[src/pkg/ebr_pkg.sv]
// ebr_pkg: constants and types for the external bus ready/wait control
// assumes one system clock; bus phases advance on a divider enable
// Functional notes
// external ready lengthens or ends bus cycles
// ready polarity selectable
// sync mode samples ready directly, shortest cycle
// async mode adds sync stage, one waitstate
// async ready held one period plus setup
// ready may drop after strobe rising edge
// ready removed before next cycle's sample
// inactive ready inserts another waitstate, resample
// active ready terminates current cycle
// async sampling point later than sync
// ready ignored during programmed access waitstates
// strobe held through waitstates, released on ready
package ebr_pkg;
   localparam int unsigned EBR_CLK_DIV = 2;
   localparam int unsigned EBR_DIV_W = 4;
   localparam int unsigned EBR_ACC_W = 6;
   localparam int unsigned EBR_WAIT_W = 8;
   localparam logic [EBR_ACC_W-1:0] EBR_ACC_MIN = 6'h01;
   localparam logic [EBR_ACC_W-1:0] EBR_ACC_MAX = 6'h20;
   localparam logic [EBR_DIV_W-1:0] EBR_DIV_ZERO = 4'h0;
   localparam logic [EBR_ACC_W-1:0] EBR_ACC_ZERO = 6'h00;
   localparam logic [EBR_WAIT_W-1:0] EBR_WAIT_ZERO = 8'h00;
   localparam logic [EBR_WAIT_W-1:0] EBR_WAIT_ONE = 8'h01;
   localparam logic [EBR_ACC_W-1:0] EBR_ACC_ONE = 6'h01;
   localparam logic [EBR_DIV_W-1:0] EBR_DIV_ONE = 4'h1;

   typedef enum logic [2:0] {
      EBR_IDLE,
      EBR_ADDR,
      EBR_ACCESS,
      EBR_READY_WAIT,
      EBR_HOLD
   } ebr_state_t;
endpackage : ebr_pkg

[src/hdl/ebr_sync2.sv]
// ebr_sync2: two-stage level synchroniser
// assumes the input may change at any time relative to clock
`timescale 1ns/100ps
`default_nettype none
module ebr_sync2 (
   // clock and reset
   input wire logic clock,
   input wire logic srst,
   // level in and out
   input wire logic d_in,
   output logic q_out
);
   logic meta_r;

   // first stage feeds only the second one
   always_ff @(posedge clock) begin
      if (srst) begin
         meta_r <= 1'b0;
         q_out <= 1'b0;
      end else begin
         meta_r <= d_in;
         q_out <= meta_r;
      end
   end
endmodule : ebr_sync2
`default_nettype wire

[src/hdl/ebr_ready_ctrl.sv]
// ebr_ready_ctrl: bus cycle sequencer with ready-controlled waitstates
// assumes a core issues one cycle at a time and the ready pin comes from outside
`timescale 1ns/100ps
`default_nettype none
module ebr_ready_ctrl #(
   parameter int unsigned CLK_DIV = ebr_pkg::EBR_CLK_DIV
) (
   // clock and reset
   input wire logic clock,
   input wire logic srst,
   // core request side
   input wire logic cyc_start,
   input wire logic cyc_write,
   output logic cyc_busy,
   output logic cyc_done,
   // configuration levels
   input wire logic ready_enable,
   input wire logic ready_async,
   input wire logic ready_active_high,
   input wire logic [ebr_pkg::EBR_ACC_W-1:0] access_phase_length,
   // bus pins
   input wire logic ready_pin,
   output logic bus_reference_clock_out,
   output logic ale_out,
   output logic rd_n_out,
   output logic wr_n_out,
   // status
   output logic [ebr_pkg::EBR_WAIT_W-1:0] wait_count
);
   localparam logic [ebr_pkg::EBR_DIV_W-1:0] DIV_LAST = ebr_pkg::EBR_DIV_W'(CLK_DIV - 1);
   localparam logic [ebr_pkg::EBR_DIV_W-1:0] DIV_HALF = ebr_pkg::EBR_DIV_W'(CLK_DIV / 2);

   ebr_pkg::ebr_state_t state_r;
   ebr_pkg::ebr_state_t state_nxt;
   logic [ebr_pkg::EBR_DIV_W-1:0] div_r;
   logic bus_tick;
   logic [ebr_pkg::EBR_ACC_W-1:0] acc_len_r;
   logic [ebr_pkg::EBR_ACC_W-1:0] acc_cnt_r;
   logic write_r;
   logic async_r;
   logic use_ready_r;
   logic start_pend_r;
   logic ready_sync;
   logic ready_raw_act;
   logic ready_sync_act;
   logic ready_seen;
   logic acc_last;

   // bus clock divider; phases change only on the tick at the end of a bus period
   always_ff @(posedge clock) begin
      if (srst) begin
         div_r <= ebr_pkg::EBR_DIV_ZERO;
      end else if (div_r == DIV_LAST) begin
         div_r <= ebr_pkg::EBR_DIV_ZERO;
      end else begin
         div_r <= div_r + ebr_pkg::EBR_DIV_ONE;
      end
   end

   assign bus_tick = (div_r == DIV_LAST);

   always_ff @(posedge clock) begin
      if (srst) begin
         bus_reference_clock_out <= 1'b0;
      end else begin
         bus_reference_clock_out <= (div_r == DIV_LAST) || (div_r < DIV_HALF - ebr_pkg::EBR_DIV_ONE);
      end
   end

   // extra stage for the asynchronous mode; costs latency, buys metastability margin
   ebr_sync2 u_ready_sync (
      .clock(clock),
      .srst(srst),
      .d_in(ready_pin),
      .q_out(ready_sync)
   );

   // polarity select applied to both paths
   assign ready_raw_act = ready_active_high ? ready_pin : ~ready_pin;
   assign ready_sync_act = ready_active_high ? ready_sync : ~ready_sync;

   // sync path reads the pin directly; async path reads the synchronised copy
   assign ready_seen = async_r ? ready_sync_act : ready_raw_act; // see R03

   assign acc_last = (acc_cnt_r == acc_len_r);

   // a start that arrives between ticks waits for the next bus period
   always_ff @(posedge clock) begin
      if (srst) begin
         start_pend_r <= 1'b0;
      end else if (bus_tick && state_r == ebr_pkg::EBR_IDLE) begin
         start_pend_r <= 1'b0;
      end else if (cyc_start && state_r == ebr_pkg::EBR_IDLE) begin
         start_pend_r <= 1'b1;
      end
   end

   // cycle attributes except ready polarity are frozen at start, so mid-cycle changes to them do no harm
   always_ff @(posedge clock) begin
      if (srst) begin
         write_r <= 1'b0;
         async_r <= 1'b0;
         use_ready_r <= 1'b0;
         acc_len_r <= ebr_pkg::EBR_ACC_MIN;
      end else if (bus_tick && state_r == ebr_pkg::EBR_IDLE && (start_pend_r || cyc_start)) begin
         write_r <= cyc_write;
         async_r <= ready_async;
         use_ready_r <= ready_enable;
         if (access_phase_length < ebr_pkg::EBR_ACC_MIN) begin
            acc_len_r <= ebr_pkg::EBR_ACC_MIN;
         end else if (access_phase_length > ebr_pkg::EBR_ACC_MAX) begin
            acc_len_r <= ebr_pkg::EBR_ACC_MAX;
         end else begin
            acc_len_r <= access_phase_length;
         end
      end
   end

   always_comb begin
      state_nxt = state_r;
      unique case (state_r)
         ebr_pkg::EBR_IDLE: begin
            if (start_pend_r || cyc_start) begin
               state_nxt = ebr_pkg::EBR_ADDR;
            end
         end
         ebr_pkg::EBR_ADDR: begin
            state_nxt = ebr_pkg::EBR_ACCESS;
         end
         ebr_pkg::EBR_ACCESS: begin
            // ready is not looked at until the programmed waitstates are done
            if (acc_last) begin
               if (!use_ready_r) begin
                  state_nxt = ebr_pkg::EBR_HOLD;
               end else if (async_r) begin
                  state_nxt = ebr_pkg::EBR_READY_WAIT; // see R04
               end else if (ready_seen) begin
                  state_nxt = ebr_pkg::EBR_HOLD;
               end else begin
                  state_nxt = ebr_pkg::EBR_READY_WAIT;
               end
            end
         end
         ebr_pkg::EBR_READY_WAIT: begin
            if (ready_seen) begin
               state_nxt = ebr_pkg::EBR_HOLD;
            end else begin
               state_nxt = ebr_pkg::EBR_READY_WAIT;
            end
         end
         ebr_pkg::EBR_HOLD: begin
            state_nxt = ebr_pkg::EBR_IDLE;
         end
      endcase
   end

   always_ff @(posedge clock) begin
      if (srst) begin
         state_r <= ebr_pkg::EBR_IDLE;
      end else if (bus_tick) begin
         state_r <= state_nxt;
      end
   end

   // access phase counter
   always_ff @(posedge clock) begin
      if (srst) begin
         acc_cnt_r <= ebr_pkg::EBR_ACC_ONE;
      end else if (bus_tick) begin
         if (state_r == ebr_pkg::EBR_ACCESS && !acc_last) begin
            acc_cnt_r <= acc_cnt_r + ebr_pkg::EBR_ACC_ONE;
         end else if (state_r != ebr_pkg::EBR_ACCESS) begin
            acc_cnt_r <= ebr_pkg::EBR_ACC_ONE;
         end
      end
   end

   // waitstates inserted by ready in the current or last cycle; saturates
   always_ff @(posedge clock) begin
      if (srst) begin
         wait_count <= ebr_pkg::EBR_WAIT_ZERO;
      end else if (bus_tick) begin
         if (state_r == ebr_pkg::EBR_ADDR) begin
            wait_count <= ebr_pkg::EBR_WAIT_ZERO;
         end else if (state_nxt == ebr_pkg::EBR_READY_WAIT && wait_count != '1) begin
            wait_count <= wait_count + ebr_pkg::EBR_WAIT_ONE;
         end
      end
   end

   // address latch enable during the address phase
   always_ff @(posedge clock) begin
      if (srst) begin
         ale_out <= 1'b0;
      end else if (bus_tick) begin
         ale_out <= (state_nxt == ebr_pkg::EBR_ADDR);
      end
   end

   // strobe active through access and all ready waitstates, dropped when ready ends the cycle
   always_ff @(posedge clock) begin
      if (srst) begin
         rd_n_out <= 1'b1;
         wr_n_out <= 1'b1;
      end else if (bus_tick) begin
         rd_n_out <= !(!write_r && (state_nxt == ebr_pkg::EBR_ACCESS || state_nxt == ebr_pkg::EBR_READY_WAIT));
         wr_n_out <= !(write_r && (state_nxt == ebr_pkg::EBR_ACCESS || state_nxt == ebr_pkg::EBR_READY_WAIT));
      end
   end

   // done pulses once as the hold phase ends
   always_ff @(posedge clock) begin
      if (srst) begin
         cyc_done <= 1'b0;
      end else begin
         cyc_done <= bus_tick && (state_r == ebr_pkg::EBR_HOLD);
      end
   end

   assign cyc_busy = (state_r != ebr_pkg::EBR_IDLE) || start_pend_r;
endmodule : ebr_ready_ctrl
`default_nettype wire

[config.mk]
export PLATFORM = sky130hd
export DESIGN_NAME = ebr_ready_ctrl
export DESIGN_NICKNAME = d
export VERILOG_FILES = /design/src/pkg/ebr_pkg.sv /design/src/hdl/ebr_sync2.sv /design/src/hdl/ebr_ready_ctrl.sv
export SDC_FILE = /design/constraint.sdc
export NUM_CORES = 1
export LEC_CHECK = 0
export ABC_AREA = 0
export BUFFER_PORTS_ARGS = -buffer_cell sky130_fd_sc_hd__buf_2
export CAP_MARGIN = 20
export CORE_UTILIZATION = 40
export DETAILED_ROUTE_END_ITERATION = 12
export GPL_ROUTABILITY_DRIVEN = 0
export SLEW_MARGIN = 20
export SYNTH_ARGS = -nofsm -noshare
export SYNTH_HDL_FRONTEND = slang
export SYNTH_SLANG_ARGS = --single-unit
export TNS_END_PERCENT = 50
[constraint.sdc]
create_clock -name clock -period 4.9 [get_ports clock]
set_input_delay 0.98 -clock clock [delete_from_list [all_inputs] [get_ports clock]]
set_output_delay 0.98 -clock clock [all_outputs]
set_load 0.02 [all_outputs]
==> out/results.ini <==
[critical_path]
cp_data_arrival_time_ns=1.40
worstRegToRegCells=7
worst_r2r_startpoint=div_r[0]
cp_max_fo=11
cpMaxStageDelayCell=dfxtp_1
critPathMaxStageDelay_ns=0.41
ff2ff_setup_slack_ns=2.94
crit_path_start=state_r[0]
rr_endpoint=rd_n_out
end_kind=output pin
required_ns=3.92
criticalPathCategory=register to output pin
setup.worst_path.end=cyc_busy
path_cells=nor3_1 -> or2b_1 -> buf_2
critPathLaunchType=register

[route]
wl_per_cell_um=13.4
vias_per_cell=5.45
dr.first_iter.drc_count=133
drtPass1Iterations=4
drt_wl_total_mm=3.79
drc=0
vias=1541
ant_nets=0

[yosys]
seq_area_frac_synth=0.410
synth_nets=224
ys_dominant_reg_cell=dfxtp_1
netlist.area_leader.share=0.410
ys_types=52
postSynthCellCount=206
synth_area_per_cell_um2=9.01
synth_top_cell_by_area=dfxtp_1
synth_warnings=0
ys_async_sr_fraction=0
ys_top_cells_by_count=dfxtp_1 (38), nor2_1 (27), nand2_1 (10)
synthesis.area_um2=1860
synth.most_common_cell=dfxtp_1
synth_area_leaders=dfxtp_1 (41%), nor2_1 (5.5%), mux2i_1 (3.8%)
synth-seq-cells=38
synth_edf_count=0

[floorplanning]
io_pins=28
coreArea_um2=4410
start_util=0.421
chipWidth_um=70.1
rows=24
chipHeight_um=70.1
die-area_um2=4920

[place]
dp_hpwl_mm=2.68
pre_cts_ws_ns=2.45
numPortBuffers=27
dp_cells=277

[global_route]
grt_pass1_wl_mm=6.49
antenna_found_initial=0
grt_pass1_vias=1430
gr-total-overflow=0
grt_start_max_net_pins=31
grtUsageTotal=0.168

[sta]
hold_violations=0
rsz0062_at_grt=false
min_period_ns=2.38
fmax_ghz=0.421
worst_slack_ns=2.52
tightestPinTransition_ns=0.663
max_slew_margin=0.558
final_max_slew_viol_count=0
setup_violations=0
setup_tns_ns=0
min_period_over_period=0.485
finClkSkew_ns=0.00383

[power]
max-vdd-ir-drop_v=0.000178
powerDensity_nw_per_um2=352
combPwrFrac=0.239
clkPwrFrac=0.284
p_switching_mw=0.231
p_leak_nw=0.878
power_switching_share=0.315
p_seq_frac=0.477
p_int_mw=0.503

[final_layout]
areaGrowthSynthToFinish_pct=12.3
nNetsFinal=250
drive_above_1_share=0.203
final_cells=283
utilization=0.472
antenna-diode-count=0

[clocking]
worst_skew_pair.late_latency_ns=0.28
htree_levels=2
cts_buffers=5
cts_sinks=38
holdBufCountCts=0
cts_root_buf=clkbuf_8
cts_setup_buffers=0
clkSlewWorstSetupHoldPaths_ns=0.07
post_cts_resize_count=0
clk_path_buf_depth=2
tritoncts=yes

[status]
status=finished clean

[min_path]
hp-class=register to register

[job]
maxCapViolCount=0

==> worst max-delay path, delay by kind of cell (launching register included) <==
family                 cells  cell delay, ns
flip-flops                 1            0.41
AND/OR/NAND/NOR            2            0.55
buffers and inverters      1            0.15
==> power groups by stage <==
stage	Clock, mW	Sequential, mW	Combinational (mW)
3_5_place_dp	0	0.357	0.174
2_1_floorplan	0	0.353	0.145
3_3_place_gp	0	0.357	0.175
6_report	0.209	0.350	0.175
5_1_grt	0.226	0.354	0.195
4_1_cts	0.214	0.350	0.175
==> cell usage in the layout (no fill, tap or decap), drive strengths merged, types with 2 or more instances in the layout <==
| cell | netlist | layout |
|---|---|---|
| dfxtp | 38 | 38 |
| nor2 | 28 | 28 |
| buf | 7 | 28 |
| nand2 | 10 | 10 |
| o21ai | 9 | 9 |
| and3 | 8 | 8 |
| a21oi | 7 | 7 |
| mux2i | 7 | 7 |
| xnor2 | 7 | 7 |
| xor2 | 7 | 7 |
| a31oi | 7 | 7 |
| nor3 | 7 | 7 |
| nand3 | 6 | 6 |
| a41oi | 6 | 6 |
| clkbuf | 2 | 6 |
| nor3b | 6 | 6 |
| or3 | 5 | 5 |
| inv | 5 | 5 |
| nand4 | 4 | 4 |
| ha | 4 | 4 |
| nor2b | 2 | 2 |
| nand2b | 2 | 2 |
| a211oi | 2 | 2 |
| o211ai | 2 | 2 |
| o31ai | 2 | 2 |
==> how the worst min path moves through the flow <==
stage,from,to,slack [ns],cells after the start
2_1_floorplan,u_ready_sync.meta_r,u_ready_sync.q_out,0.41,1
3_3_place_gp,u_ready_sync.meta_r,u_ready_sync.q_out,0.42,1
3_5_place_dp,u_ready_sync.meta_r,u_ready_sync.q_out,0.43,1
4_1_cts,u_ready_sync.meta_r,u_ready_sync.q_out,0.45,1
5_1_grt,u_ready_sync.meta_r,u_ready_sync.q_out,0.48,1
6_report,u_ready_sync.meta_r,u_ready_sync.q_out,0.45,1
==> cell type report <==
| cell class | instances | area [um2] |
|---|---|---|
| clock buffer | 6 | 82.6 |
| fill | 426 | 2330 |
| inverter | 5 | 18.8 |
| multi-input combinational | 154 | 1010 |
| sequential | 38 | 761 |
| tap | 52 | 65.1 |
| timing repair buffer | 28 | 143 |
==> through the flow <==
| stage | area (um2) | hold WS, ns | power (mW) |
|---|---|---|---|
| 2_1_floorplan | 1860 | 0.414 | 0.498 |
| 3_3_place_gp | 2000 | 0.422 | 0.532 |
| 3_5_place_dp | 2000 | 0.428 | 0.531 |
| 4_1_cts | 2080 | 0.451 | 0.740 |
| 5_1_grt | 2080 | 0.483 | 0.775 |
| 6_report | 2080 | 0.447 | 0.734 |
==> registers in the layout, indices dropped and copies added (netlist names) <==
name	cells
u_ready_sync.q_out	1
start_pend_r	1
wr_n_out	1
acc_len_r	6
wait_count	8
ale_out	1
write_r	1
u_ready_sync.meta_r	1
cyc_done	1
acc_cnt_r	6
rd_n_out	1
use_ready_r	1
div_r	4
state_r	3
bus_reference_clock_out	1
async_r	1
==> routing by layer <==
layer	global-route usage	part of all wire	up-vias
met5	0	0	-
met4	0.0800	0.013	0
met1	0.231	0.52	701
met2	0.247	0.42	41
met3	0.0390	0.049	6
li1	-	-	793
==> logic make-up after synthesis <==
kind of cell / Yosys count / share of synthesized area
buf+inv: 14 / 0.0438
mux: 7 / 0.0377
flops: 38 / 0.410
simple gates: 84 / 0.240
fa+ha+maj: 4 / 0.0270
xor+xnor: 14 / 0.0660
compound gates: 45 / 0.176
Power figures use the tool's default switching activity.
